### src/logic/uart_ctrl_regs.svh
`ifndef UART_CTRL_REGS_SVH
`define UART_CTRL_REGS_SVH

`define ADDR_DATA 3'h0
`define ADDR_IER 3'h1
`define ADDR_FCR 3'h2
`define ADDR_LCR 3'h3
`define ADDR_MCR 3'h4
`define ADDR_LSR 3'h5
`define ADDR_MSR 3'h6

`define LCR_DLAB_BIT 7
`define LCR_BREAK_BIT 6
`define LCR_ENH_KEY 8'hBF
`define MCR_PRESCALE_BIT 7
`define FCR_ENABLE_BIT 0
`define FCR_RXRST_BIT 1
`define FCR_TXRST_BIT 2
`define FCR_DMA_BIT 3
`define EFR_ENH_BIT 4
`define IER_SLEEP_BIT 4

`define IER_PROT_MASK 8'hF0
`define MCR_PROT_MASK 8'hE0
`define FCR_PROT_MASK 8'h30

`define LCR_RESET 8'h1D
`define REG_RESET 8'h00
`define DIV_RESET 8'h00

`define TO_WORD_MULT 4
`define TO_EXTRA_BITS 12
`define WORD_LEN_BASE 5
`define SAMPLES_PER_BIT 16
`define PRESCALE_DIV 4

`endif

### src/logic/uart_ctrl_pkg.sv
package uart_ctrl_pkg;

  typedef enum logic [0:0] {
    PWR_AWAKE = 1'b0,
    PWR_ASLEEP = 1'b1
  } power_e;

  typedef struct packed {
    logic [1:0] pre_cnt;
    logic [15:0] div_cnt;
    logic tick;
  } baud_state_s;

  typedef struct packed {
    logic [7:0] interrupt_enable_reg;
    logic [7:0] line_control_reg;
    logic [7:0] modem_control_reg;
    logic [7:0] enhanced_feature_reg;
    logic [7:0] fifo_control_reg;
    logic [7:0] dll;
    logic [7:0] divisor_high_byte;
    logic [7:0] rd_data;
    logic rhr_rd;
    logic thr_wr;
    logic [7:0] thr_data;
    logic tx_rst;
    logic rx_rst;
    logic [9:0] to_cnt;
    logic timeout;
    logic tx_req_n;
    logic rx_req_n;
    logic rx_prev;
    logic [3:0] modem_prev;
    power_e power;
    logic tx_line;
  } ctrl_state_s;

endpackage

### src/logic/uart_ctrl.sv
`timescale 1ns/1ps
`default_nettype none
`include "uart_ctrl_regs.svh"

module uart_ctrl (
  input wire logic clk,
  input wire logic rst,
  // Host register port
  input wire logic [2:0] addr,
  input wire logic cs,
  input wire logic rd_en,
  input wire logic wr_en,
  input wire logic [7:0] wr_data,
  output logic [7:0] rd_data,
  input wire logic [7:0] iir_in,
  input wire logic [7:0] msr_in,
  // Serial line
  input wire logic rx_in,
  input wire logic tx_serial_in,
  output logic tx_out,
  // Datapath status
  input wire logic rx_fifo_empty,
  input wire logic rx_level_hit,
  input wire logic rx_char_stb,
  input wire logic [3:0] rx_err_bits,
  input wire logic rx_fifo_err,
  input wire logic tx_fifo_empty,
  input wire logic tx_shift_empty,
  input wire logic tx_fifo_full,
  input wire logic tx_space_hit,
  input wire logic other_int_pending,
  input wire logic [3:0] modem_in,
  // Control toward the datapath
  output logic baud16_tick,
  output logic clk_run,
  output logic sleeping,
  output logic rx_timeout,
  output logic [3:0] rxtx_int_en,
  output logic rhr_read,
  output logic thr_write,
  output logic [7:0] thr_data,
  output logic tx_fifo_reset,
  output logic rx_fifo_reset,
  output logic fifo_enable,
  output logic [7:0] line_ctrl,
  output logic [7:0] modem_ctrl,
  output logic transmit_dma_request_n,
  output logic receive_dma_request_n
);
  import uart_ctrl_pkg::*;

  ctrl_state_s st_r;
  ctrl_state_s st_nxt;
  ctrl_state_s rst_val;

  logic enh_key;
  logic dlab;
  logic enh_en;
  logic rd_hit;
  logic wr_hit;
  logic [15:0] divisor;
  logic tick;
  logic [9:0] to_limit;
  logic [7:0] line_status;
  logic block_mode;
  logic sleep_allowed;
  logic wake;
  logic sleep_ok;
  logic thr_wr_now;
  logic rhr_rd_now;

  // Divisor from the two byte registers
  assign divisor = {st_r.divisor_high_byte, st_r.dll};

  // One generator for both directions, halted while asleep
  baud_gen #() u_baud (
    .clk(clk),
    .rst(rst),
    .run(st_r.power == PWR_AWAKE),
    .prescale4(st_r.modem_control_reg[`MCR_PRESCALE_BIT]),
    .divisor(divisor),
    .tick16(tick)
  );

  always_comb begin
    enh_key = (st_r.line_control_reg == `LCR_ENH_KEY);
    dlab = st_r.line_control_reg[`LCR_DLAB_BIT];
    enh_en = st_r.enhanced_feature_reg[`EFR_ENH_BIT];
    rd_hit = cs && rd_en;
    wr_hit = cs && wr_en;
    block_mode = st_r.fifo_control_reg[`FCR_DMA_BIT] && st_r.fifo_control_reg[`FCR_ENABLE_BIT];
    sleep_allowed = enh_en && st_r.interrupt_enable_reg[`IER_SLEEP_BIT];
    thr_wr_now = wr_hit && (addr == `ADDR_DATA) && !dlab;
    rhr_rd_now = rd_hit && (addr == `ADDR_DATA) && !dlab;
    to_limit = 10'((`TO_WORD_MULT * (`WORD_LEN_BASE + 32'(st_r.line_control_reg[1:0])) + `TO_EXTRA_BITS)
                   * `SAMPLES_PER_BIT);
    line_status = {rx_fifo_err, tx_fifo_empty && tx_shift_empty, tx_fifo_empty,
                   rx_err_bits, !rx_fifo_empty};
    // Any receive edge, modem change or transmit write wakes
    wake = (rx_in != st_r.rx_prev) || (modem_in != st_r.modem_prev) || thr_wr_now;
    // Idle line, empty paths, no other interrupt
    sleep_ok = rx_in && st_r.rx_prev && tx_fifo_empty && tx_shift_empty
               && rx_fifo_empty && !other_int_pending;
  end

  always_comb begin
    rst_val = '0;
    rst_val.interrupt_enable_reg = `REG_RESET;
    rst_val.line_control_reg = `LCR_RESET;
    rst_val.modem_control_reg = `REG_RESET;
    rst_val.enhanced_feature_reg = `REG_RESET;
    rst_val.fifo_control_reg = `REG_RESET;
    // Divisor bytes survive reset
    rst_val.dll = st_r.dll;
    rst_val.divisor_high_byte = st_r.divisor_high_byte;
    rst_val.tx_req_n = 1'b0;
    rst_val.rx_req_n = 1'b1;
    rst_val.rx_prev = 1'b1;
    rst_val.power = PWR_AWAKE;
    rst_val.tx_line = 1'b1;
  end

  always_comb begin
    st_nxt = st_r;
    st_nxt.rhr_rd = rhr_rd_now;
    st_nxt.thr_wr = thr_wr_now;
    st_nxt.tx_rst = 1'b0;
    st_nxt.rx_rst = 1'b0;
    st_nxt.rx_prev = rx_in;
    st_nxt.modem_prev = modem_in;

    // Register reads, shared addresses steered by control bits
    if (rd_hit) begin
      st_nxt.rd_data = 8'h00;
      unique case (addr)
        `ADDR_DATA: begin
          if (dlab) begin
            st_nxt.rd_data = st_r.dll;
          end
        end
        `ADDR_IER: begin
          st_nxt.rd_data = dlab ? st_r.divisor_high_byte : st_r.interrupt_enable_reg;
        end
        `ADDR_FCR: begin
          st_nxt.rd_data = enh_key ? st_r.enhanced_feature_reg : iir_in;
        end
        `ADDR_LCR: begin
          st_nxt.rd_data = st_r.line_control_reg;
        end
        `ADDR_MCR: begin
          if (!enh_key) begin
            st_nxt.rd_data = st_r.modem_control_reg;
          end
        end
        `ADDR_LSR: begin
          if (!enh_key) begin
            st_nxt.rd_data = line_status;
          end
        end
        `ADDR_MSR: begin
          if (!enh_key) begin
            st_nxt.rd_data = msr_in;
          end
        end
        default: begin
          st_nxt.rd_data = 8'h00;
        end
      endcase
    end

    // Register writes
    if (wr_hit) begin
      unique case (addr)
        `ADDR_DATA: begin
          if (dlab) begin
            st_nxt.dll = wr_data;
          end else begin
            st_nxt.thr_data = wr_data;
          end
        end
        `ADDR_IER: begin
          if (dlab) begin
            st_nxt.divisor_high_byte = wr_data;
          end else if (enh_en) begin
            st_nxt.interrupt_enable_reg = wr_data;
          end else begin
            st_nxt.interrupt_enable_reg = (st_r.interrupt_enable_reg & `IER_PROT_MASK) | (wr_data & ~`IER_PROT_MASK);
          end
        end
        `ADDR_FCR: begin
          if (enh_key) begin
            st_nxt.enhanced_feature_reg = wr_data;
          end else begin
            if (enh_en) begin
              st_nxt.fifo_control_reg = wr_data;
            end else begin
              st_nxt.fifo_control_reg = (st_r.fifo_control_reg & `FCR_PROT_MASK) | (wr_data & ~`FCR_PROT_MASK);
            end
            st_nxt.fifo_control_reg[`FCR_RXRST_BIT] = 1'b0;
            st_nxt.fifo_control_reg[`FCR_TXRST_BIT] = 1'b0;
            st_nxt.rx_rst = wr_data[`FCR_RXRST_BIT];
            st_nxt.tx_rst = wr_data[`FCR_TXRST_BIT];
          end
        end
        `ADDR_LCR: begin
          st_nxt.line_control_reg = wr_data;
        end
        `ADDR_MCR: begin
          if (!enh_key) begin
            if (enh_en) begin
              st_nxt.modem_control_reg = wr_data;
            end else begin
              st_nxt.modem_control_reg = (st_r.modem_control_reg & `MCR_PROT_MASK) | (wr_data & ~`MCR_PROT_MASK);
            end
          end
        end
        default: begin
        end
      endcase
    end

    // Idle count in sample ticks while data waits
    if (rx_fifo_empty || rx_char_stb || rhr_rd_now) begin
      st_nxt.to_cnt = 10'h000;
      st_nxt.timeout = 1'b0;
    end else if (!rx_in) begin
      st_nxt.to_cnt = 10'h000;
    end else if (tick && !st_r.timeout) begin
      if (st_r.to_cnt >= to_limit - 10'h001) begin
        st_nxt.timeout = 1'b1;
      end else begin
        st_nxt.to_cnt = st_r.to_cnt + 10'h001;
      end
    end

    // DMA request signalling
    if (!block_mode) begin
      st_nxt.tx_req_n = !tx_fifo_empty;
      st_nxt.rx_req_n = rx_fifo_empty;
    end else begin
      if (tx_space_hit) begin
        st_nxt.tx_req_n = 1'b0;
      end else if (tx_fifo_full) begin
        st_nxt.tx_req_n = 1'b1;
      end
      if (rx_level_hit || st_r.timeout) begin
        st_nxt.rx_req_n = 1'b0;
      end else if (rx_fifo_empty || rx_fifo_err) begin
        st_nxt.rx_req_n = 1'b1;
      end
    end

    // Sleep control
    unique case (st_r.power)
      PWR_AWAKE: begin
        if (sleep_allowed && sleep_ok && !wake) begin
          st_nxt.power = PWR_ASLEEP;
        end
      end
      PWR_ASLEEP: begin
        if (wake || !sleep_allowed) begin
          st_nxt.power = PWR_AWAKE;
        end
      end
    endcase

    // Break overrides the serializer
    st_nxt.tx_line = st_r.line_control_reg[`LCR_BREAK_BIT] ? 1'b0 : tx_serial_in;
  end

  always_ff @(posedge clk) begin
    if (rst) begin
      st_r <= rst_val;
    end else begin
      st_r <= st_nxt;
    end
  end

  assign rd_data = st_r.rd_data;
  assign tx_out = st_r.tx_line;
  // Baud tick gated off while asleep
  assign baud16_tick = tick && (st_r.power == PWR_AWAKE);
  assign clk_run = (st_r.power == PWR_AWAKE);
  assign sleeping = (st_r.power == PWR_ASLEEP);
  assign rx_timeout = st_r.timeout;
  // All zero means polled operation
  assign rxtx_int_en = st_r.interrupt_enable_reg[3:0];
  assign rhr_read = st_r.rhr_rd;
  assign thr_write = st_r.thr_wr;
  assign thr_data = st_r.thr_data;
  assign tx_fifo_reset = st_r.tx_rst;
  assign rx_fifo_reset = st_r.rx_rst;
  assign fifo_enable = st_r.fifo_control_reg[`FCR_ENABLE_BIT];
  assign line_ctrl = st_r.line_control_reg;
  assign modem_ctrl = st_r.modem_control_reg;
  assign transmit_dma_request_n = st_r.tx_req_n;
  assign receive_dma_request_n = st_r.rx_req_n;

endmodule
`default_nettype wire

### src/logic/baud_gen.sv
`timescale 1ns/1ps
`default_nettype none
`include "uart_ctrl_regs.svh"

module baud_gen (
  input wire logic clk,
  input wire logic rst,
  input wire logic run,
  input wire logic prescale4,
  input wire logic [15:0] divisor,
  output logic tick16
);
  import uart_ctrl_pkg::*;

  baud_state_s st_r;
  baud_state_s st_nxt;
  logic pre_en;

  always_comb begin
    st_nxt = st_r;
    st_nxt.tick = 1'b0;
    pre_en = 1'b0;
    if (run) begin
      // Divide-by-4 prescaler ahead of the divisor
      if (prescale4) begin
        st_nxt.pre_cnt = st_r.pre_cnt + 2'h1;
        pre_en = (st_r.pre_cnt == 2'(`PRESCALE_DIV - 1));
      end else begin
        st_nxt.pre_cnt = 2'h0;
        pre_en = 1'b1;
      end
      // Zero divisor never ticks; else one tick per divisor
      if (pre_en && divisor != 16'h0000) begin
        if (st_r.div_cnt >= divisor - 16'h0001) begin
          st_nxt.div_cnt = 16'h0000;
          st_nxt.tick = 1'b1;
        end else begin
          st_nxt.div_cnt = st_r.div_cnt + 16'h0001;
        end
      end
    end
  end

  always_ff @(posedge clk) begin
    if (rst) begin
      st_r <= '0;
    end else begin
      st_r <= st_nxt;
    end
  end

  assign tick16 = st_r.tick;

endmodule
`default_nettype wire

### config.mk
export PLATFORM = sky130hd
export DESIGN_NAME = uart_ctrl
export DESIGN_NICKNAME = d
export VERILOG_FILES = /design/src/logic/uart_ctrl_pkg.sv /design/src/logic/uart_ctrl.sv /design/src/logic/baud_gen.sv
export VERILOG_INCLUDE_DIRS = /design/src /design/src/logic
export SDC_FILE = /design/constraint.sdc
export NUM_CORES = 1
export LEC_CHECK = 0
export ABC_AREA = 1
export BUFFER_PORTS_ARGS = -buffer_cell sky130_fd_sc_hd__buf_2
export CAP_MARGIN = 20
export CORE_MARGIN = 3
export CORE_UTILIZATION = 58
export DETAILED_ROUTE_END_ITERATION = 10
export GPL_ROUTABILITY_DRIVEN = 0
export MAX_ROUTING_LAYER = met4
export PLACE_DENSITY = 0.77
export SYNTH_ARGS = -nofsm -noshare
export SYNTH_HDL_FRONTEND = slang
export SYNTH_SLANG_ARGS = --single-unit
export TNS_END_PERCENT = 10
### constraint.sdc
create_clock -name clk -period 2.77 [get_ports clk]
set_input_delay 0 -clock clk [delete_from_list [all_inputs] [get_ports clk]]
set_output_delay 0 -clock clk [all_outputs]
set_load 0.02 [all_outputs]
# After elaboration in Yosys (flattened, before gate mapping)
# Index checks and enable logic that the tools add are counted.
dict set report op_classes {
  addsub 7
  order_cmp 2
  eq_ne 12
  muxes 24
  bitwise 12
  n_reduce_logical 50
}
# operator n
set ops {}
lappend ops {{8-bit 2-to-1 mux} 8}
lappend ops {{8-bit one-hot mux with 7 select lines} 1}
lappend ops {{1-bit logical AND} 19}
lappend ops {{3-bit AND reduction} 6}
lappend ops {{16-bit by 1-bit adder with 16-bit output, second input constant} 1}
lappend ops {{16-bit >= comparator} 1}
lappend ops {{16-bit 2-to-1 mux} 1}
lappend ops {{16-bit nonzero test} 1}
lappend ops {{16-bit by 1-bit subtractor with 16-bit output, second input constant} 1}
lappend ops {{10-bit by 1-bit adder with 10-bit output, second input constant} 1}
lappend ops {{10-bit >= comparator} 1}
lappend ops {{1-bit 2-to-1 mux} 10}
lappend ops {{10-bit by 1-bit subtractor with 10-bit output, second input constant} 1}
lappend ops {{3-bit equality test, second input constant} 3}
lappend ops {{1-bit inverter} 9}
lappend ops {{8-bit equality test, second input constant} 1}
lappend ops {{8-bit by 4-bit OR with 8-bit output} 1}
lappend ops {{8-bit by 5-bit OR with 8-bit output} 1}
lappend ops {{4-bit AND reduction} 2}
lappend ops {{1-bit logical NOT} 7}
lappend ops {{1-bit logical OR} 7}
lappend ops {{6-bit by 4-bit adder with 6-bit output, second input constant} 1}
lappend ops {{3-bit by 2-bit equality test with 1-bit output, second input constant} 2}
lappend ops {{6-bit 2-to-1 mux} 1}
lappend ops {{16 further kinds} 20}
dict set report word_totals {
  regBits 111
  input_bits 51
  elab_cells 131
}

# Depth between registers and ports, before layout
dict set report logic_depth {
  depth_word 9
  depth_mapped 18
  ltp_nobuf 17
}

# Cells and area by module
# A second synthesis with hierarchy kept.
dict set report unflattened {
  hier_cells 892
  hier_area_um2 6421.2
}
# mod instances cells_each area_each_um2 seq_area_each_um2
set modules_own_cells {}
lappend modules_own_cells {uart_ctrl 1 613 4630.7 1961.9}
lappend modules_own_cells {baud_gen 1 279 1790.5 380.4}

# Least setup slack after synthesis
# No wires, ideal clock.
dict set report synth_path {
  path_type {register to register}
  startpoint {register st_r, in the netlist divisor[2]}
  endpoint {register u_baud.st_r[10] (netlist name)}
  setup_time_ps 112
  arrival_time_ps 2301
  required_ps 2658
  path_slack_ps 357
  stages_incl_launch_ff 18
  cell_sequence {edfxtp_1 nor2_1 nand4_1 nor3_2 nand2_1 nor2_1 nand3_1 nand2_1 inv_1 ha_1 nand2_1 nor3_1 nand2_1 nand2_1 nand2_4 nand2_4 buf_6 nor2_2}
}
dict set report synth_between {
  elab_chain_len 3
  word_cells_on_any_way 6
  classes_between {add/sub (1); order compare (1); mux (1); reduce/logical (3)}
}
# item line_no
set synth_rtl {}
lappend synth_rtl {{start, declared} uart_ctrl.sv:52} ;# ctrl_state_s st_r;
lappend synth_rtl {{start signal, assigned} uart_ctrl.sv:273} ;# st_r <= rst_val;
lappend synth_rtl {{start signal, assigned} uart_ctrl.sv:275} ;# st_r <= st_nxt;
lappend synth_rtl {{16-bit by 1-bit subtractor with 16-bit output / 16-bit nonzero test (equally long branches)} {baud_gen.sv:34, baud_gen.sv:33}}
lappend synth_rtl {{16-bit >= comparator / 1-bit logical AND (equally long branches)} {baud_gen.sv:34, baud_gen.sv:33}}
lappend synth_rtl {{16-bit 2-to-1 mux / 2-bit AND reduction (equally long branches)} -}
lappend synth_rtl {{end signal, assigned} baud_gen.sv:48} ;# st_r <= st_nxt;
lappend synth_rtl {{end, declared} baud_gen.sv:15} ;# baud_state_s st_r;
# Parallel ways exist; a longest one is shown, timed or not.
# A chain may end at the register's enable or synchronous reset.

# Worst setup path after layout
dict set report layout_path {
  startpoint {register st_r, in the netlist divisor[2]}
  endpoint {register u_baud.st_r[7] (netlist name)}
}
# The elaborated chain is that of the path after synthesis.

==> metrics list <==
- Power comes to 3.03 mW.
- The critical path is of the reg -> reg type.
* Leak: 3.34 nW
- Hold crit path type: in -> reg
* Cell area after placement: 6720 um^2
- Final number of hold-violating endpoints: 0
- Share of synthesized area occupied by flip-flops and latches: 36.3%
- Biggest area contributors in the synthesized netlist: dfxtp_1 (29%), nand2_1 (11%), edfxtp_1 (7.4%)
- FF-to-FF setup slack: 0.03 ns
- Measured along the x axis, the die boundary spans 112 um.
- Slew Limit Fails: 0
- In the final layout, the multi-input gates occupy 3440 um^2.
- Die Y: 112 um
* Library cell with the highest instance count after synthesis: nand2_1
- The final layout contains routed wiring with a total length of 17.3 mm.
* Leading cell types by count after synthesis: nand2_1 (184), nor2_1 (107), dfxtp_1 (93)
- Worst reg2reg path endpoint: u_baud.st_r[7]$_SDFFE_PP0P_
* CP endpoint: u_baud.st_r[7]$_SDFFE_PP0P_
- Number of port buffers: 98
- Synthesis produced a netlist whose cell count is 890.
- For the worst setup path, the data required time is 3.10 ns.
- Power Dens Cells: 411 nW/um^2
- Biggest fanout along the worst timing path: 8
- For this run, asynchronously set or reset flops after synthesis account for 0%.
* Detailed-routing iteration count for the pre-antenna-repair pass: 6
- Filler cell count in the final layout: 913
* Sequential cell area in the final layout: 2340 um^2
- The number of cells on the worst reg-to-reg path is 16.
* Clock network fraction of total power: 35.5%
- Static timing analysis puts the maximum clock frequency at 365 MHz.
- Synthesis-to-layout area growth: 14.1%
- Once layout is complete, the utilization of the core stands at 69.8%.
- The tree is rooted in a clkbuf_8.
* Layout cells sized above 1: 19.8%
- Dividing the detail-routed via count by the number of cells gives 5.44.
- Final cell area excluding filler cells: 7370 um^2
* Maximum buffer depth of the clock tree: 2
* Final period util: 98.9%
* Number of global-route vias before repair: 5,420
- Row count: 37
* Final WS setup: 0.0309 ns
- Wire length of the first global-routing pass: 27.0 mm
- CTS tree: built
- For the worst setup path, the data arrival time is 3.07 ns.
- Average cell area after synthesis: 7.25 um^2
- Post-Syn Nets: 969
* Reported max-cap violation count: 0
- The synthesized netlist contains 44 unique library cells.
- After floorplanning, the core was sized to cover 10,600 um^2.
- Summed over all nets, the half-perimeter wirelength after detailed placement is 12.2 mm.
- Including well taps, the total number of placed cells is 1,068.
* Critical Path Source: divisor[2]$_DFFE_PP_
- Status: finished clean
- Number of nets in the layout: 1,053
- Per report_power, the sequential group accounts for 54.2% of the total.
- Across all hold checks on the routed design, the worst slack comes to 0.0450 ns.
- Switching portion of total power: 25.4%
- The H-tree was split into 3 levels.
- Number of antenna diodes: 0
- Number of enable flip-flop cells after synthesis: 16
- Global routing used 27.6% of the available tracks across all layers.
- In the final routed layout, each cell accounts on average for 15.5 um.
* Clock period minus final worst setup slack: 2.74 ns
- The die covers 12,400 um^2.
- Counting flops and latches in the post-synthesis netlist gives 109.
- Total clock buffers created by CTS: 9
* Setup-violating endpoint count in the final report: 0
- STA classifies the critical path startpoint as a flop.
- For this design the total switching power over the nets is 0.769 mW.
- The worst-case IR drop observed on VDD is 0.000408 V.
- After clock tree synthesis, the clock-pin slew on the worst setup and hold paths is 0.10 ns.
* Number of warning messages in the yosys log: 0
* Post-synth top area share: 28.8%
- Via count: 6,069
- The number of antenna violations at the first check in global routing was 0.
- Adding up every negative setup slack in the final design gives 0 ns.
- Internal power component: 2.26 mW
- At the pin with the least slew margin, the transition time is 0.706 ns.
- Fin Clk Skew: 0.0150 ns
- The synthesized netlist occupies a cell area of 6460 um^2.
* Initial Util: 61.2%
- Setup repair after global routing could not meet its margin everywhere.
- Commonest register cell after synthesis: dfxtp_1
- Count of unresolved DRC violations after routing: 0
- Num ports: 99
- R2r startpoint: divisor[2]$_DFFE_PP_
- Overflow left after global routing: 0
- The detailed router finished its first iteration with 493 violations.
- The finished layout holds 1,115 standard cells, fillers aside.
* Relative slew margins: 52.7%
- The later pin in the worst-skew pair is clocked with a latency of 0.39 ns.
- Combinational logic burns 10.3% of the power.
- Entering global routing, the biggest net connects 44 pins.
- Timing analysis after detailed placement gives a worst setup slack of 0.161 ns.
* CP Capture Type: flop
* DRT antenna net count: 0
* Sink Count: 109
* Area leader, netlist: dfxtp_1
power by group through the flow:
stage | Sequential, mW | Combinational [mW] | Clock (mW)
global placement | 1.68 | 0.270 | 0
finish | 1.64 | 0.313 | 1.08
detailed placement | 1.68 | 0.272 | 0
global route | 1.65 | 0.343 | 1.15
CTS | 1.64 | 0.299 | 1.09
floorplan | 1.68 | 0.183 | 0
metal layers:
| layer | wire length (um) | track usage (%) |
|---|---|---|
| met5 | 0 | - |
| met4 | 396 | 9.65 |
| met2 | 7880 | 41.5 |
| met1 | 7520 | 37.6 |
| met3 | 1510 | 4.89 |
worst max-delay path: stages (launching register included):
cell and delay (ns):
edfxtp_1 0.48, nor2_2 0.15, nand4_1 0.22, nor3_2 0.29, buf_4 0.17, nand4_1 0.07, nand2_1 0.07, nand2_1 0.05
inv_1 0.10, ha_4 0.22, a21oi_2 0.11, o21ai_1 0.08, a21oi_1 0.15, nand2_1 0.12, nand2_4 0.16, nand2_8 0.13
nor2_4 0.13
worst min path at each step:
stage	startpoint	to	slack (ns)	cells after the start
after floorplan	tx_fifo_empty	transmit_dma_request_n$_SDFFE_PP0P_	0.09	1
after global placement	modem_in[1]	st_r[3]$_SDFF_PP0_	0.23	3
after detailed placement	modem_in[1]	st_r[3]$_SDFF_PP0_	0.23	3
after CTS	rx_fifo_empty	st_r[13]$_SDFFE_PP0P_	0.03	4
after global routing	rx_fifo_empty	st_r[18]$_SDFFE_PP0P_	0.07	4
final	rx_fifo_empty	st_r[13]$_SDFFE_PP0P_	0.05	4
area by class of cell:
cell class | count | share of cell area (%)
Multi-Input combinational cell | 624 | 46.7
Sequential cell | 109 | 31.8
Timing Repair Buffer | 133 | 11.1
Inverter | 97 | 5.06
Clock buffer | 11 | 2.36
Tap cell | 136 | 2.31
Clock inverter | 5 | 0.730
sequential cells by signal, indices dropped and copies added (netlist names), 4 cells and up:
register	count
divisor	16
line_ctrl	8
modem_ctrl	8
rd_data	8
rxtx_int_en	4
st_r	27
thr_data	8
u_baud.st_r	18
placed cells by master (no fill, tap or decap), drive strengths merged, types with 6 or more instances in the layout:
cell,instances
nor3,23
dfxtp,93
ha,28
nand3b,7
nand2,196
buf,108
nand4,20
edfxtp,16
nand3,87
xor2,14
clkbuf,11
dlygate4sd3,25
nor2,126
inv,95
o21ai,53
clkinv,6
a21oi,49
cells by family after synthesis:
kind of cell | Yosys count | share of synthesized area, %
and+or+nand+nor | 464 | 33.9
buffers and inverters | 158 | 12.5
AOI/OAI and AO/OA | 113 | 9.42
DFF | 109 | 36.3
adders and majority gates | 28 | 5.43
xor gates and xnor gates | 18 | 2.44
what timing repair did:
item,4_1_cts,5_1_grt
endpoints found under the hold margin,50,0
hold buffers,25,0
gates resized for setup,0,27
endpoints found under the setup margin,0,16
setup buffers,0,5
(Power assumes the default switching activity.)
